[src/design/pvsc_pkg.sv]
// pvsc_pkg: constants, carriers and types for the PHY vendor status/config registers
// assumes: one 50 MHz clock, APB register access with 32-bit data
package pvsc_pkg;

	// register indices; the byte address is four times the index
	localparam logic [7:0]  IDX_CFG_STATUS   = 8'h11;
	localparam logic [7:0]  IDX_TENBT        = 8'h12;
	localparam logic [11:0] ADDR_CFG_STATUS  = {2'h0, IDX_CFG_STATUS, 2'h0};
	localparam logic [11:0] ADDR_TENBT       = {2'h0, IDX_TENBT, 2'h0};
	localparam logic [11:0] ADDR_IRQ_STATUS  = 12'h060;
	localparam logic [11:0] ADDR_IRQ_MASK    = 12'h064;

	// phy_specific_config_status fields
	localparam int          MODE_LSB         = 12;
	localparam int          PHYAD_LSB        = 4;
	localparam int          MON_LSB          = 0;
	localparam int          PHYAD_W          = 5;
	localparam logic [3:0]  MODE_RST         = 4'hf;
	localparam logic [3:0]  MON_RST          = 4'h0;

	// tenbase_t_config_status fields
	localparam int          LINK_PULSE_ENABLE_BIT        = 14;
	localparam int          HBE_BIT          = 13;
	localparam int          SQ_BIT           = 12;
	localparam int          JAB_BIT          = 11;
	localparam int          POL_BIT          = 0;
	localparam logic        LINK_PULSE_ENABLE_RST        = 1'b1;
	localparam logic        HBE_RST          = 1'b1;
	localparam logic        SQ_RST           = 1'b1;
	localparam logic        JAB_RST          = 1'b1;
	localparam logic        POL_RST          = 1'b0;

	// interrupt events
	localparam int          N_EVENTS         = 2;
	localparam int          EV_AN_DONE       = 0;
	localparam int          EV_POL_CHANGE    = 1;
	localparam logic [1:0]  IRQ_MASK_RST     = 2'h0;

	// address receiver
	localparam logic [2:0]  ADDR_BITS        = 3'h5;

	typedef enum logic [1:0] {
		ST_IDLE   = 2'b01,
		ST_ACCESS = 2'b10
	} pvsc_apb_state_type;

	typedef enum logic [2:0] {
		SEL_NONE, SEL_CFG, SEL_TENBT, SEL_IST, SEL_IMSK
	} pvsc_sel_type;

	// status coming from the phy core
	typedef struct packed {
		logic       an_done;
		logic [3:0] an_result;
		logic [3:0] an_state;
		logic       speed_10;
		logic       full_duplex;
		logic       loopback_10;
		logic       polarity_rev;
	} pvsc_phy_in_type;

	// controls going to the 10BASE-T logic
	typedef struct packed {
		logic link_pulse_tx_en;
		logic force_link_good;
		logic heartbeat_en;
		logic jabber_en;
	} pvsc_phy_ctrl_type;

endpackage

[src/design/pvsc_sticky.sv]
// pvsc_sticky: one sticky event flag, write-one-to-clear
// assumes: set and clear are single-cycle, synchronous to clk
`timescale 1ns/1ps
module pvsc_sticky
	import pvsc_pkg::*;
(
	// clock and reset
	input  logic clk,
	input  logic rst,
	// event and clear
	input  logic set,
	input  logic clr,
	// flag
	output logic flag
);

	typedef struct packed {
		logic flag;
	} pvsc_flag_type;

	pvsc_flag_type s_r;
	pvsc_flag_type s_nxt;

	// set beats clear so an event in the clearing cycle survives
	always_comb begin
		s_nxt = s_r;
		if (clr) begin
			s_nxt.flag = 1'b0;
		end
		if (set) begin
			s_nxt.flag = 1'b1;
		end
	end

	always_ff @(posedge clk or posedge rst) begin
		if (rst) begin
			s_r <= '0;
		end else begin
			s_r <= s_nxt;
		end
	end

	assign flag = s_r.flag;

endmodule // pvsc_sticky

[src/design/pvsc_addr_rx.sv]
// pvsc_addr_rx: takes a serial phy address off the management link and compares it
// assumes: bits arrive msb first after a frame start pulse
`timescale 1ns/1ps
module pvsc_addr_rx
	import pvsc_pkg::*;
(
	// clock and reset
	input  logic               clk,
	input  logic               rst,
	// serial address
	input  logic               frame_start,
	input  logic               bit_valid,
	input  logic               bit_in,
	// own address
	input  logic [PHYAD_W-1:0] own_addr,
	// result
	output logic               addr_match
);

	typedef struct packed {
		logic [PHYAD_W-1:0] shift;
		logic [2:0]         count;
		logic               match;
	} pvsc_arx_type;

	pvsc_arx_type s_r;
	pvsc_arx_type s_nxt;

	always_comb begin
		s_nxt = s_r;
		if (frame_start) begin
			s_nxt.count = 3'h0;
			s_nxt.match = 1'b0;
		end else if (bit_valid && s_r.count != ADDR_BITS) begin
			// each bit enters at the bottom, so the first one ends in the top position
			s_nxt.shift = {s_r.shift[PHYAD_W-2:0], bit_in};
			s_nxt.count = s_r.count + 3'h1;
			if (s_nxt.count == ADDR_BITS) begin
				s_nxt.match = (s_nxt.shift == own_addr);
			end
		end
	end

	always_ff @(posedge clk or posedge rst) begin
		if (rst) begin
			s_r <= '0;
		end else begin
			s_r <= s_nxt;
		end
	end

	assign addr_match = s_r.match;

endmodule // pvsc_addr_rx

[src/design/pvsc_regs.sv]
// pvsc_regs: vendor configuration/status and 10BASE-T config registers of the phy,
// with an APB slave, event interrupt and serial address matching
// assumes: phy core status synchronous to clk; one APB master
// the slave answers every setup after one cycle and inserts no wait states
//
// Operation
// - on auto-negotiation completion the result lands one-hot in bits 15..12, read-only, reset 1.
// - those four bits mean nothing outside auto-negotiation mode and management ignores them.
// - reserved bits 11..9 and 10BASE-T bits 15 and 10..1 read zero and writes to them do nothing.
// - bits 8..4 are a writable phy address whose reset value comes from the strap.
// - the phy address travels msb first and each phy on a link has its own address.
// - bits 3..0 report the auto-negotiation state code, read-only.
// - bit 14 of the 10BASE-T register enables link pulses; cleared it forces link good at 10 Mb/s.
// - bit 13 enables heartbeat and is ignored in full duplex.
// - bit 11 enables jabber in 10BASE-T full duplex or loopback; cleared disables it.
// - bit 0 of the 10BASE-T register follows the reversed polarity detector, reset 0.
`timescale 1ns/1ps
module pvsc_regs
	import pvsc_pkg::*;
(
	// clock and reset
	input  logic               clk,
	input  logic               rst,
	// apb slave
	input  logic               psel,
	input  logic               penable,
	input  logic               pwrite,
	input  logic [11:0]        paddr,
	input  logic [31:0]        pwdata,
	output logic [31:0]        prdata,
	output logic               pready,
	output logic               pslverr,
	// strap
	input  logic [PHYAD_W-1:0] strap_phy_address,
	// phy core
	input  pvsc_phy_in_type    phy_in,
	output pvsc_phy_ctrl_type  phy_ctrl,
	// management link address
	input  logic               mgmt_frame_start,
	input  logic               mgmt_bit_valid,
	input  logic               mgmt_bit,
	output logic               phy_addr_match,
	// interrupt
	output logic               irq
);

	////////////////////////////////////////////////////////////////////////////
	// state

	typedef struct packed {
		pvsc_apb_state_type st;
		logic               pready;
		logic               pslverr;
		logic [31:0]        prdata;
		logic               strap_done;
		logic [3:0]         mode;
		logic [PHYAD_W-1:0] phyad;
		logic [3:0]         monitor;
		logic               link_pulse_enable;
		logic               heartbeat_enable;
		logic               squelch_normal;
		logic               jabber_enable;
		logic               polarity_reversed_flag;
		logic [1:0]         irq_mask;
		logic               irq;
		pvsc_phy_ctrl_type  ctrl;
	} pvsc_state_type;

	pvsc_state_type       s_r;
	pvsc_state_type       s_nxt;
	logic [N_EVENTS-1:0]  ev_set;
	logic [N_EVENTS-1:0]  ev_clr;
	logic [N_EVENTS-1:0]  ev_flag;
	pvsc_sel_type         sel;
	logic                 wr_take;

	////////////////////////////////////////////////////////////////////////////
	// decode

	function automatic pvsc_sel_type decode(input logic [11:0] a);
		pvsc_sel_type r;
		r = SEL_NONE;
		unique case (a)
			ADDR_CFG_STATUS: r = SEL_CFG;
			ADDR_TENBT:      r = SEL_TENBT;
			ADDR_IRQ_STATUS: r = SEL_IST;
			ADDR_IRQ_MASK:   r = SEL_IMSK;
			default:         r = SEL_NONE;
		endcase
		return r;
	endfunction

	function automatic logic [15:0] cfg_word(input pvsc_state_type s);
		logic [15:0] w;
		w = 16'h0000;
		w[MODE_LSB +: 4] = s.mode;
		w[PHYAD_LSB +: PHYAD_W] = s.phyad;
		w[MON_LSB +: 4] = s.monitor;
		return w;
	endfunction

	function automatic logic [15:0] tenbt_word(input pvsc_state_type s);
		logic [15:0] w;
		w = 16'h0000;
		w[LINK_PULSE_ENABLE_BIT] = s.link_pulse_enable;
		w[HBE_BIT] = s.heartbeat_enable;
		w[SQ_BIT] = s.squelch_normal;
		w[JAB_BIT] = s.jabber_enable;
		w[POL_BIT] = s.polarity_reversed_flag;
		return w;
	endfunction

	// read data of one register; the upper half is always zero
	function automatic logic [31:0] read_word(
		input pvsc_sel_type        rs,
		input pvsc_state_type      s,
		input logic [N_EVENTS-1:0] f
	);
		logic [31:0] w;
		w = 32'h00000000;
		unique case (rs)
			SEL_CFG:   w = {16'h0000, cfg_word(s)};
			SEL_TENBT: w = {16'h0000, tenbt_word(s)};
			SEL_IST:   w = {30'h0, f};
			SEL_IMSK:  w = {30'h0, s.irq_mask};
			SEL_NONE:  w = 32'h00000000;
		endcase
		return w;
	endfunction

	// only the writable fields take write data; read-only and reserved bits keep theirs
	function automatic pvsc_state_type apply_write(
		input pvsc_state_type s,
		input pvsc_sel_type   ws,
		input logic [31:0]    d
	);
		pvsc_state_type n;
		n = s;
		unique case (ws)
			SEL_CFG: begin
				n.phyad = d[PHYAD_LSB +: PHYAD_W];
			end
			SEL_TENBT: begin
				n.link_pulse_enable = d[LINK_PULSE_ENABLE_BIT];
				n.heartbeat_enable = d[HBE_BIT];
				n.squelch_normal = d[SQ_BIT];
				n.jabber_enable = d[JAB_BIT];
			end
			SEL_IMSK: begin
				n.irq_mask = d[N_EVENTS-1:0];
			end
			SEL_IST, SEL_NONE: begin
			end
		endcase
		return n;
	endfunction

	// 10BASE-T controls from the stored bits and the current operating mode
	function automatic pvsc_phy_ctrl_type tenbt_ctrl(
		input pvsc_state_type  s,
		input pvsc_phy_in_type p
	);
		pvsc_phy_ctrl_type c;
		// outside 10 Mb/s the link pulse bit has no effect
		c.link_pulse_tx_en = p.speed_10 && s.link_pulse_enable;
		c.force_link_good = p.speed_10 && !s.link_pulse_enable;
		c.heartbeat_en = s.heartbeat_enable && !p.full_duplex;
		// jabber stays on in modes where the bit does not apply
		if (p.speed_10 && (p.full_duplex || p.loopback_10)) begin
			c.jabber_en = s.jabber_enable;
		end else begin
			c.jabber_en = 1'b1;
		end
		return c;
	endfunction

	assign sel = decode(paddr);

	// a write lands only at the edge that completes the access phase
	assign wr_take = (s_r.st == ST_ACCESS) && psel && penable && pwrite && s_r.pready
		&& (sel != SEL_NONE);

	////////////////////////////////////////////////////////////////////////////
	// events

	assign ev_set[EV_AN_DONE] = phy_in.an_done;
	assign ev_set[EV_POL_CHANGE] = phy_in.polarity_rev ^ s_r.polarity_reversed_flag;
	assign ev_clr = (wr_take && sel == SEL_IST) ? pwdata[N_EVENTS-1:0] : '0;

	generate
		for (genvar i = 0; i < N_EVENTS; i++) begin : g_ev
			pvsc_sticky u_flag (
				.clk  (clk),
				.rst  (rst),
				.set  (ev_set[i]),
				.clr  (ev_clr[i]),
				.flag (ev_flag[i])
			);
		end
	endgenerate

	////////////////////////////////////////////////////////////////////////////
	// next state

	always_comb begin
		s_nxt = s_r;
		s_nxt.pready = 1'b0;
		s_nxt.pslverr = 1'b0;

		// strap caught on the first edge after reset release
		if (!s_r.strap_done) begin
			s_nxt.phyad = strap_phy_address;
			s_nxt.strap_done = 1'b1;
		end

		// apb: one-cycle access phase, read data staged during setup
		unique case (s_r.st)
			ST_IDLE: begin
				if (psel && !penable) begin
					s_nxt.st = ST_ACCESS;
					s_nxt.pready = 1'b1;
					s_nxt.pslverr = (sel == SEL_NONE);
					s_nxt.prdata = read_word(sel, s_r, ev_flag);
				end
			end
			ST_ACCESS: begin
				s_nxt.st = ST_IDLE;
			end
			// a stray code would leave the bus without an answer
			default: begin
				s_nxt.st = ST_IDLE;
			end
		endcase

		if (wr_take) begin
			s_nxt = apply_write(s_nxt, sel, pwdata);
		end

		// result meaningful only after a negotiation, so it is held until the next one
		if (phy_in.an_done) begin
			s_nxt.mode = phy_in.an_result;
		end
		s_nxt.monitor = phy_in.an_state;
		s_nxt.polarity_reversed_flag = phy_in.polarity_rev;

		s_nxt.ctrl = tenbt_ctrl(s_r, phy_in);

		// one cycle behind the flags so the pin comes from a flop
		s_nxt.irq = |(ev_flag & s_r.irq_mask);
	end

	////////////////////////////////////////////////////////////////////////////
	// registers

	always_ff @(posedge clk or posedge rst) begin
		if (rst) begin
			s_r.st <= ST_IDLE;
			s_r.pready <= 1'b0;
			s_r.pslverr <= 1'b0;
			s_r.prdata <= 32'h00000000;
			s_r.strap_done <= 1'b0;
			s_r.mode <= MODE_RST;
			s_r.phyad <= '0;
			s_r.monitor <= MON_RST;
			s_r.link_pulse_enable <= LINK_PULSE_ENABLE_RST;
			s_r.heartbeat_enable <= HBE_RST;
			s_r.squelch_normal <= SQ_RST;
			s_r.jabber_enable <= JAB_RST;
			s_r.polarity_reversed_flag <= POL_RST;
			s_r.irq_mask <= IRQ_MASK_RST;
			s_r.irq <= 1'b0;
			s_r.ctrl <= '0;
		end else begin
			s_r <= s_nxt;
		end
	end

	////////////////////////////////////////////////////////////////////////////
	// address match on the management link

	pvsc_addr_rx u_addr_rx (
		.clk         (clk),
		.rst         (rst),
		.frame_start (mgmt_frame_start),
		.bit_valid   (mgmt_bit_valid),
		.bit_in      (mgmt_bit),
		.own_addr    (s_r.phyad),
		.addr_match  (phy_addr_match)
	);

	////////////////////////////////////////////////////////////////////////////
	// outputs

	assign prdata = s_r.prdata;
	assign pready = s_r.pready;
	assign pslverr = s_r.pslverr;
	assign phy_ctrl = s_r.ctrl;
	assign irq = s_r.irq;

endmodule // pvsc_regs

[config.mk]
export PLATFORM = sky130hd
export DESIGN_NAME = pvsc_regs
export DESIGN_NICKNAME = d
export VERILOG_FILES = /design/src/design/pvsc_pkg.sv /design/src/design/pvsc_sticky.sv /design/src/design/pvsc_addr_rx.sv /design/src/design/pvsc_regs.sv
export SDC_FILE = /design/constraint.sdc
export NUM_CORES = 1
export LEC_CHECK = 0
export BUFFER_PORTS_ARGS = -buffer_cell sky130_fd_sc_hd__buf_4
export CAP_MARGIN = 5
export CORE_ASPECT_RATIO = 2
export CORE_MARGIN = 3
export CORE_UTILIZATION = 40
export CTS_BUF_LIST = sky130_fd_sc_hd__clkbuf_4
export DETAILED_ROUTE_END_ITERATION = 6
export PLACE_DENSITY = 0.68
export SLEW_MARGIN = 30
export SYNTH_ARGS = -nofsm -noshare
export SYNTH_HDL_FRONTEND = slang
export SYNTH_HIERARCHICAL = 1
export SYNTH_SLANG_ARGS = --single-unit
export TNS_END_PERCENT = 50
[constraint.sdc]
create_clock -name clk -period 2.4 [get_ports clk]
set_clock_uncertainty 0.15 [all_clocks]
set_input_delay 0.48 -clock clk [delete_from_list [all_inputs] [get_ports clk]]
set_output_delay 0.48 -clock clk [all_outputs]
set_load 0.005 [all_outputs]
==> metrics.md, run 1 <==
| Metric | Value |
|---|---|
| Final net count | `358` |
| Fin crit share | `0.8325` |
| Worst-skew pair later-pin latency | `0.38 ns` |
| Critical path launch point type | `flip-flop` |
| Primary FF master, synth | `dfrtp_1` |
| Number of hold buffers added after cts | `1` |
| Syn Inst Count | `221` |
| Hold Crit Depth | `1` |
| Crit end category | `flip-flop` |
| Starting density of the core | `0.4190` |
| Layout Cells excl Fill | `372` |
| Seq pwr share | `0.608` |
| ANT cells | `0` |
| First-pass GRT wire length | `8901 um` |
| Post-route DRC | `0` |
| PortBufs | `70` |
| Seq/Total Area, Yosys | `0.5113` |
| Congestion Overflow GR | `0` |
| Final Routed Wirelength | `5589 um` |
| Outcome | `complete, no violations` |
| Min Tclk post-route | `1.998 ns` |
| CTS tree | `yes` |
| GRT Total Usage | `0.1517` |
| Actual slew at the worst max-slew pin | `0.5626 ns` |
| Max Cap Viol | `0` |
| WP data arrival | `2.16 ns` |
| Leak | `1.551 nW` |
| Ranking of synthesized cells by area | `dfrtp_1 (42%), buf_4 (10%), dfstp_2 (8.9%)` |
| Most frequent cells in the layout | `buf_4 (76), dfrtp_1 (45), conb_1 (19)` |
| Post-route ant nets | `0` |
| Via Count | `1809` |
| Cell Area, Synth | `2665 um^2` |
| Share of layout cells above drive strength 1 | `0.4441` |
| Area post-placement | `3124 um^2` |
| Synth unique cells | `51` |
| EDFF count, synth | `0` |
| TritonRoute pass-1 iters | `4` |
| CTS root buf | `clkbuf_4` |
| Post-Syn Area per Cell | `12.06 um^2` |
| Worst EP required | `2.56 ns` |
| Critical path class | `flip-flop to flip-flop` |
| PostCTS Resize Cnt | `0` |
| Crit-path max FO | `4` |
| Die outline width | `63.72 um` |
| RSZ-0062 raised after global routing | `false` |
| Async SR Flop Fraction | `1.000` |
| Achievable Freq | `500.5 MHz` |
| M1 GR Usage | `0.1444` |
| Die Y | `121.4 um` |
| Worst rel slew slack | `0.6250` |
| Pins Over Slew Limit | `0` |
| Commonest non-fill, non-tap cell in the layout | `buf_4` |
| Core area | `6361 um^2` |
| Peak VDD IR | `333.9 uV` |
| Gr busiest metal | `met2` |
| Synth-to-layout area growth | `20.56%` |
| Sw power | `0.0004333 W` |
| Sum Neg Setup Slack | `0 ns` |
| Finished Cell Area | `3213 um^2` |
| Drt via density | `4.863` |
| Area leader, netlist | `dfrtp_1` |
| Post-CTS Setup Repair Bufs | `0` |
| Pin count of the biggest net entering global routing | `45` |
| Gpl congestion | `0.7762` |
| FF-to-FF path depth | `5` |
| Die area | `7737 um^2` |
| DRT iter0 DRCs | `58` |
| DP HPWL | `4329 um` |
| # clock sinks | `54` |
| Cell area power density | `514.7 nW/um^2` |
| Met2 Use GR | `0.2881` |
| H-tree depth | `2` |
| Inserted Clock Buffers | `5` |
| CTS clk-pin slew, worst paths | `0.16 ns` |
| Row cnt | `41` |
| Final Hold Viols | `0` |
| Placed insts | `361` |
| Synth top area share | `0.4225` |
| Min Hold Slack | `0.03578 ns` |
| WL/cell | `15.02 um` |
| Final setup violation count | `0` |
| Synthesized flop and latch total | `54` |
| Hold Crit Class | `input port to flip-flop` |
| Yosys warns | `6` |
| Combinational Power Share | `0.145` |
| Vias in the first global route | `1862` |
| IO Pins | `110` |
| Grt met3 use | `0.03522` |
| Clock power share | `0.247` |
| Net Sw Frac | `0.2620` |
| Antenna violations before repair | `0` |
| Number of buffers on the longest clock path | `2` |
| Internal power | `0.001221 W` |
-- per-layer routing --
| layer | wire length [um] | vias up |
|---|---|---|
| met1 | 1911 | 888 |
| met2 | 3215 | 64 |
| met3 | 300 | 12 |
| li1 | - | 845 |
| met5 | 0 | - |
| met4 | 161 | 0 |
-- critical path, stage by stage, from the launching register on --
cell and delay, ns:
dfrtp_1 0.45, ha_1 0.27, nor3b_2 0.18, o211ai_1 0.15, or4_1 0.59, a21oi_1 0.15
-- Yosys cell counts, drive strengths merged, types with 2 or more instances --
library cell  instances
dfrtp                45
buf                  37
mux2                 24
inv                  14
a22o                 10
dfstp                 9
nor2                  8
a21oi                 6
xnor2                 5
nor2b                 4
a21bo                 3
a22oi                 3
and2                  3
and4                  3
ha                    3
nand2                 3
nor4b                 3
xor2                  3
a21o                  2
and2b                 2
and4b                 2
clkbuf                2
conb                  2
nand3                 2
nand4                 2
nor3                  2
nor3b                 2
nor4                  2
o211ai                2
or4                   2
-- worst paths after layout --
check                                             start                               end  slack, ns
max                        u_addr_rx/s_r[1]$_DFFE_PP0P_  u_addr_rx/addr_match$_DFFE_PP0P_       0.40
min                                           phy_in[6]                 s_r[14]$_DFF_PP0_       0.04
max reg2reg                u_addr_rx/s_r[1]$_DFFE_PP0P_  u_addr_rx/addr_match$_DFFE_PP0P_       0.40
min reg2reg                       prdata[1]$_DFFE_PP0P_             prdata[1]$_DFFE_PP0P_       0.34
max in group asynchronous                           rst               s_r[10]$_DFFE_PP1P_       1.04
min in group asynchronous                           rst   g_ev[1].u_flag/flag$_DFFE_PP0P_       0.35
-- registers in the layout, summed over array words and instances (netlist names) --
register	count
s_r	23
phy_ctrl	4
prdata	14
pslverr	1
pready	1
g_ev.u_flag/flag	2
u_addr_rx/addr_match	1
u_addr_rx/s_r	7
irq	1
-- power groups by stage --
stage | Sequential, W | Combinational [W] | Clock (W)
after floorplan | 0.00101 | 0.000155 | 0
after global placement | 0.00102 | 0.000232 | 0
after detailed placement | 0.00102 | 0.000237 | 0
after CTS | 0.00101 | 0.000240 | 0.000429
after global routing | 0.00101 | 0.000267 | 0.000455
final | 0.00101 | 0.000240 | 0.000408
-- layout make-up --
class                      instances  area [um^2]
inverter                          14        52.55
clock buffer                       5        37.54
fill                             619         3148
multi-input combinational        131         1031
sequential                        54         1363
tap                               86        107.6
timing repair buffer              79        600.6
clock inverter                     3        21.27
-- kinds of logic after synthesis --
family	count (synthesis)	synth area share
buf+inv	53	0.1258
xor+xnor	8	0.02629
other cells	2	0.002818
fa+ha+maj	3	0.01409
flops	54	0.5113
mux	24	0.1042
simple gates	46	0.1263
compound gates	31	0.08920
-- stage by stage --
step | total power [W] | util | setup WS, ns
CTS | 0.001676 | 0.5020 | 0.4102
global route | 0.001737 | 0.5051 | 0.3678
finish | 0.001654 | 0.5051 | 0.4021
global placement | 0.001254 | 0.4911 | 0.03331
floorplan | 0.001168 | - | 0.3234
detailed placement | 0.001261 | 0.4911 | 0.05287
No activity file was read; power rests on OpenSTA's default activity.
==> run 2: changes to the inputs <==
- clock period: 2.4 -> 2.1 ns (I/O delays scaled with it)
==> metrics.md, run 2 (synthesis gave the netlist of run 1 again) <==
| Metric | Value |
|---|---|
| Inserted Clock Buffers | `5` |
| Final net count | `366` |
| Die area | `7737 um^2` |
| TritonRoute pass-1 iters | `3` |
| Critical path launch point type | `flip-flop` |
| # clock sinks | `54` |
| Leak | `1.609 nW` |
| Drt via density | `4.755` |
| CTS tree | `yes` |
| Critical path class | `flip-flop to flip-flop` |
| Crit-path cells | `ha_1, nor3b_2, o211ai_1, or4_1, a21oi_1` |
| Placed insts | `366` |
| Max reg flops | `23` |
| CTS clk-pin slew, worst paths | `0.15 ns` |
| Worst EP required | `2.26 ns` |
| Largest stage delay on the critical path | `0.59 ns` |
| Starting density of the core | `0.4190` |
| Reg with most FFs | `s_r` |
| Post-route DRC | `0` |
| Post-route ant nets | `0` |
| Crit-path max FO | `4` |
| Multi-input gate area | `1031 um^2` |
| DRT iter0 DRCs | `47` |
| Crit-path slowest cell | `or4_1` |
| DP HPWL | `4396 um` |
| Vias in the first global route | `1921` |
| Antenna violations before repair | `0` |
| RSZ-0062 raised after global routing | `false` |
| Pins Over Slew Limit | `0` |
| Via Count | `1807` |
| Final setup violation count | `0` |
| PostCTS Resize Cnt | `0` |
| Final WS setup | `0.1182 ns` |
| CTS root buf | `clkbuf_4` |
| Most frequent cells in the layout | `buf_4 (80), dfrtp_1 (45), conb_1 (19)` |
| Crit path from | `u_addr_rx/s_r[1]$_DFFE_PP0P_` |
| Gpl congestion | `0.7763` |
| WL/cell | `14.63 um` |
| Congestion Overflow GR | `0` |
| Filler cells | `595` |
| FF-to-FF path depth | `5` |
| Max Cap Viol | `0` |
| Row cnt | `41` |
| Area post-placement | `3174 um^2` |
| Reg area | `1363 um^2` |
| Commonest non-fill, non-tap cell in the layout | `buf_4` |
| Hold Crit Class | `input port to flip-flop` |
| IO Pins | `110` |
| Fin crit share | `0.9437` |
| ANT cells | `0` |
| Achievable Freq | `504.6 MHz` |
| Final Hold Viols | `0` |
| Die outline width | `63.72 um` |
| Core area | `6361 um^2` |
| Worst R2R Start | `u_addr_rx/s_r[1]$_DFFE_PP0P_` |
| R2r setup slk | `0.12 ns` |
| GRT Total Usage | `0.1535` |
| Pin count of the biggest net entering global routing | `28` |
| Die Y | `121.4 um` |
| Post-CTS Setup Repair Bufs | `0` |
| Min Tclk post-route | `1.982 ns` |
| Synth-to-layout area growth | `24.55%` |
| Pre-CTS setup slack | `-0.1838 ns` |
| First-pass GRT wire length | `9121 um` |
| Share of layout cells above drive strength 1 | `0.4490` |
| Number of buffers on the longest clock path | `2` |
| Outcome | `complete, no violations` |
| CP endpoint | `u_addr_rx/addr_match$_DFFE_PP0P_` |
| Final Routed Wirelength | `5558 um` |
| H-tree depth | `2` |
| Peak VDD IR | `609.9 uV` |
| Worst-skew pair later-pin latency | `0.38 ns` |
| Fin util | `0.5218` |
| Finished Cell Area | `3319 um^2` |
| Layout Cells excl Fill | `380` |
| Cell area power density | `610.8 nW/um^2` |
| WP data arrival | `2.14 ns` |
| Reg-to-Reg End | `u_addr_rx/addr_match$_DFFE_PP0P_` |
| PortBufs | `70` |
| Biggest regs | `s_r: 23 flops, prdata: 14 flops, u_addr_rx/s_r: 7 flops` |
| Crit end category | `flip-flop` |
-- run 2: cell count changes in the layout (fill, tap and decap cells not counted) --
cell           delta
buf_12            +1
clkinvlp_4        -1
bufinv_16         +1
buf_4             +4
inv_6             +1
dlygate4sd3_1     +3
clkinv_2          -1
-- run 2: how the worst min path moves through the flow --
| stage | from | to | cells past startpoint |
|---|---|---|---|
| 4_1_cts | phy_in[2] | phy_ctrl[1]$_DFF_PP0_ | 2 |
| 3_3_place_gp | rst | g_ev[1].u_flag/flag$_DFFE_PP0P_ | 2 |
| 5_1_grt | phy_in[2] | phy_ctrl[1]$_DFF_PP0_ | 2 |
| 2_1_floorplan | rst | g_ev[0].u_flag/flag$_DFFE_PP0P_ | 1 |
| 6_report | phy_in[2] | phy_ctrl[1]$_DFF_PP0_ | 2 |
| 3_5_place_dp | rst | g_ev[0].u_flag/flag$_DFFE_PP0P_ | 2 |
-- run 2: where the power goes --
| group | internal [W] | total [W] | switching [W] |
|---|---|---|---|
| logic | 0.000166 | 0.000285 | 0.000118 |
| clock network | 0.000258 | 0.000593 | 0.000336 |
| registers | 0.00111 | 0.00115 | 0.0000429 |
-- run 2: routing by layer --
metal	share of wire	vias up	GRT usage
met5	0	-	0
met4	0.016	0	0.06901
met3	0.042	6	0.02966
met2	0.59	50	0.2967
met1	0.35	894	0.1525
li1	-	857	-
-- run 2: what timing repair did --
item,CTS,global route
hold endpoints to repair,31,0
hold buffers,6,0
setup endpoints to repair,0,0
-- run 2: layout make-up --
cell class | instances | share of cell area
flip-flops and latches | 54 | 0.4105
multi-input cells | 131 | 0.3106
repair buffers | 87 | 0.2051
well taps | 86 | 0.03242
inverters | 14 | 0.01583
clock inverters | 3 | 0.01432
clock buffers | 5 | 0.01131
-- run 2: metrics by stage --
step                hold WS (ns)  power, W  TNS (ns)
floorplan              -0.001286  0.001335         0
global placement          0.1489  0.001439   -0.5912
detailed placement        0.1501  0.001449   -0.5617
CTS                     0.001409  0.002064         0
global route           0.0007699  0.002141         0
finish                   0.03097  0.002028         0
-- run 2: critical path: cells and delay by family, from the launching register on --
kind | cells | cell delay (ns)
compound gates | 2 | 0.29
flops | 1 | 0.45
fa+ha+maj | 1 | 0.26
simple gates | 2 | 0.78
==> run 3: changes to the inputs <==
- GPL_TIMING_DRIVEN: unset -> 0
==> metrics.md, run 3 (synthesis gave the netlist of run 1 again) <==
| Metric | Value |
|---|---|
| Outcome | `complete, no violations` |
| # clock sinks | `54` |
| Worst-skew pair later-pin latency | `0.37 ns` |
| Crit path from | `paddr[9]` |
| Antenna violations before repair | `0` |
| Synth-to-layout area growth | `32.63%` |
| R2r setup slk | `0.19 ns` |
| Leak | `1.765 nW` |
| Die area | `7737 um^2` |
| DP HPWL | `4516 um` |
| Final setup violation count | `0` |
| FF-to-FF path depth | `5` |
| First-pass GRT wire length | `9204 um` |
| WP data arrival | `2.03 ns` |
| Worst rel slew slack | `0.6504` |
| TritonRoute pass-1 iters | `4` |
| Worst R2R Start | `u_addr_rx/s_r[1]$_DFFE_PP0P_` |
| Critical path class | `input port to flip-flop` |
| Final Hold Viols | `0` |
| Fin crit share | `0.9099` |
| ANT cells | `0` |
| Share of layout cells above drive strength 1 | `0.4923` |
| Congestion Overflow GR | `0` |
| Most frequent cells in the layout | `buf_4 (106), dfrtp_1 (45), conb_1 (19)` |
| Crit end category | `flip-flop` |
| Worst EP required | `2.22 ns` |
| Core area | `6361 um^2` |
| Die outline width | `63.72 um` |
| Pins Over Slew Limit | `0` |
| Actual slew at the worst max-slew pin | `0.5237 ns` |
| Post-CTS Setup Repair Bufs | `0` |
| CTS clk-pin slew, worst paths | `0.16 ns` |
| Min Tclk post-route | `1.911 ns` |
| Starting density of the core | `0.4190` |
| Inserted Clock Buffers | `5` |
| Area post-placement | `3390 um^2` |
| CP endpoint | `s_r[17]$_DFF_PP0_` |
| Reg-to-Reg End | `u_addr_rx/addr_match$_DFFE_PP0P_` |
| Final WS setup | `0.1892 ns` |
| Achievable Freq | `523.4 MHz` |
| PortBufs | `70` |
| Vias in the first global route | `2008` |
| Placed insts | `395` |
| H-tree depth | `2` |
| WL/cell | `13.81 um` |
| Peak VDD IR | `541.6 uV` |
| Cell area power density | `581.6 nW/um^2` |
| Max Cap Viol | `0` |
| Min-delay src | `phy_in[2]` |
| Post-route ant nets | `0` |
| CTS root buf | `clkbuf_4` |
| Pin count of the biggest net entering global routing | `24` |
| DRT iter0 DRCs | `60` |
| Reg with most FFs | `s_r` |
| Die Y | `121.4 um` |
| Finished Cell Area | `3535 um^2` |
| Crit-path max FO | `5` |
| Commonest non-fill, non-tap cell in the layout | `buf_4` |
| Number of buffers on the longest clock path | `2` |
| Max reg flops | `23` |
| Tot Pwr | `0.002056 W` |
| Row cnt | `41` |
| Gpl congestion | `0.7937` |
| Hold Crit Class | `input port to flip-flop` |
| RSZ-0062 raised after global routing | `false` |
| Fin util | `0.5557` |
| Final net count | `395` |
| CTS tree | `yes` |
| Drt via density | `4.626` |
| IO Pins | `110` |
| Final Routed Wirelength | `5650 um` |
| Layout Cells excl Fill | `409` |
| GRT Total Usage | `0.1529` |
| Pre-CTS setup slack | `-0.2355 ns` |
| Post-route DRC | `0` |
| Via Count | `1892` |
| Critical path launch point type | `input port` |
| Biggest regs | `s_r: 23 flops, prdata: 14 flops, u_addr_rx/s_r: 7 flops` |
## run 3: cell types whose count changed in the layout (fill, tap and decap cells not counted), sizes merged
| cell | previous run | this run |
|---|---|---|
| buf | 81 | 108 |
| clkbuf | 5 | 7 |
## run 3: report_power, final
part           total, W  switching (W)  internal, W
Combinational  0.000314       0.000123     0.000191
Sequential      0.00115      0.0000435      0.00111
Clock          0.000592       0.000334     0.000258
## run 3: layout make-up
class	instances	area [um^2]
Inverter	14	52.55
Fill cell	606	2826
Timing Repair Buffer	77	613.1
Clock inverter	3	47.55
Multi-Input combinational cell	131	1031
Tap cell	86	107.6
Clock buffer	5	37.54
Sequential cell	54	1363
Buffer	39	282.8
## run 3: per-stage QoR
stage | hold slack [ns] | TNS (ns)
after detailed placement | 0.1467 | -2.092
after CTS | 0.02802 | 0
after floorplan | -0.001286 | 0
after global placement | 0.1426 | -6.560
after global routing | 0.02293 | 0
final | 0.04555 | 0
## run 3: worst min-delay path by stage
stage          cells after the start  slack, ns                         endpoint
6_report                           2       0.05            phy_ctrl[1]$_DFF_PP0_
5_1_grt                            2       0.02            phy_ctrl[1]$_DFF_PP0_
4_1_cts                            2       0.03            phy_ctrl[1]$_DFF_PP0_
3_5_place_dp                       2       0.15  g_ev[1].u_flag/flag$_DFFE_PP0P_
3_3_place_gp                       2       0.14  g_ev[1].u_flag/flag$_DFFE_PP0P_
2_1_floorplan                      1     -0.001  g_ev[0].u_flag/flag$_DFFE_PP0P_
## run 3: worst max-delay path, cell delays in order
cell and delay [ns]:
buf_4 0.11, nor4_1 0.47, nand4_1 0.28, nor2_2 0.37, mux2_2 0.38
## run 3: timing repair
action	in CTS	in global routing
endpoints found under the hold margin	28	0
setup endpoints to repair	0	4
hold buffers	6	0
gates resized for setup	0	1
## run 3: per-layer routing
layer | vias to the layer above | wire length (um) | GRT usage
met4 | 0 | 85 | 0.05142
met5 | - | 0 | 0
met2 | 56 | 3308 | 0.2934
met1 | 918 | 1971 | 0.1615
li1 | 911 | - | -
met3 | 7 | 284 | 0.02966
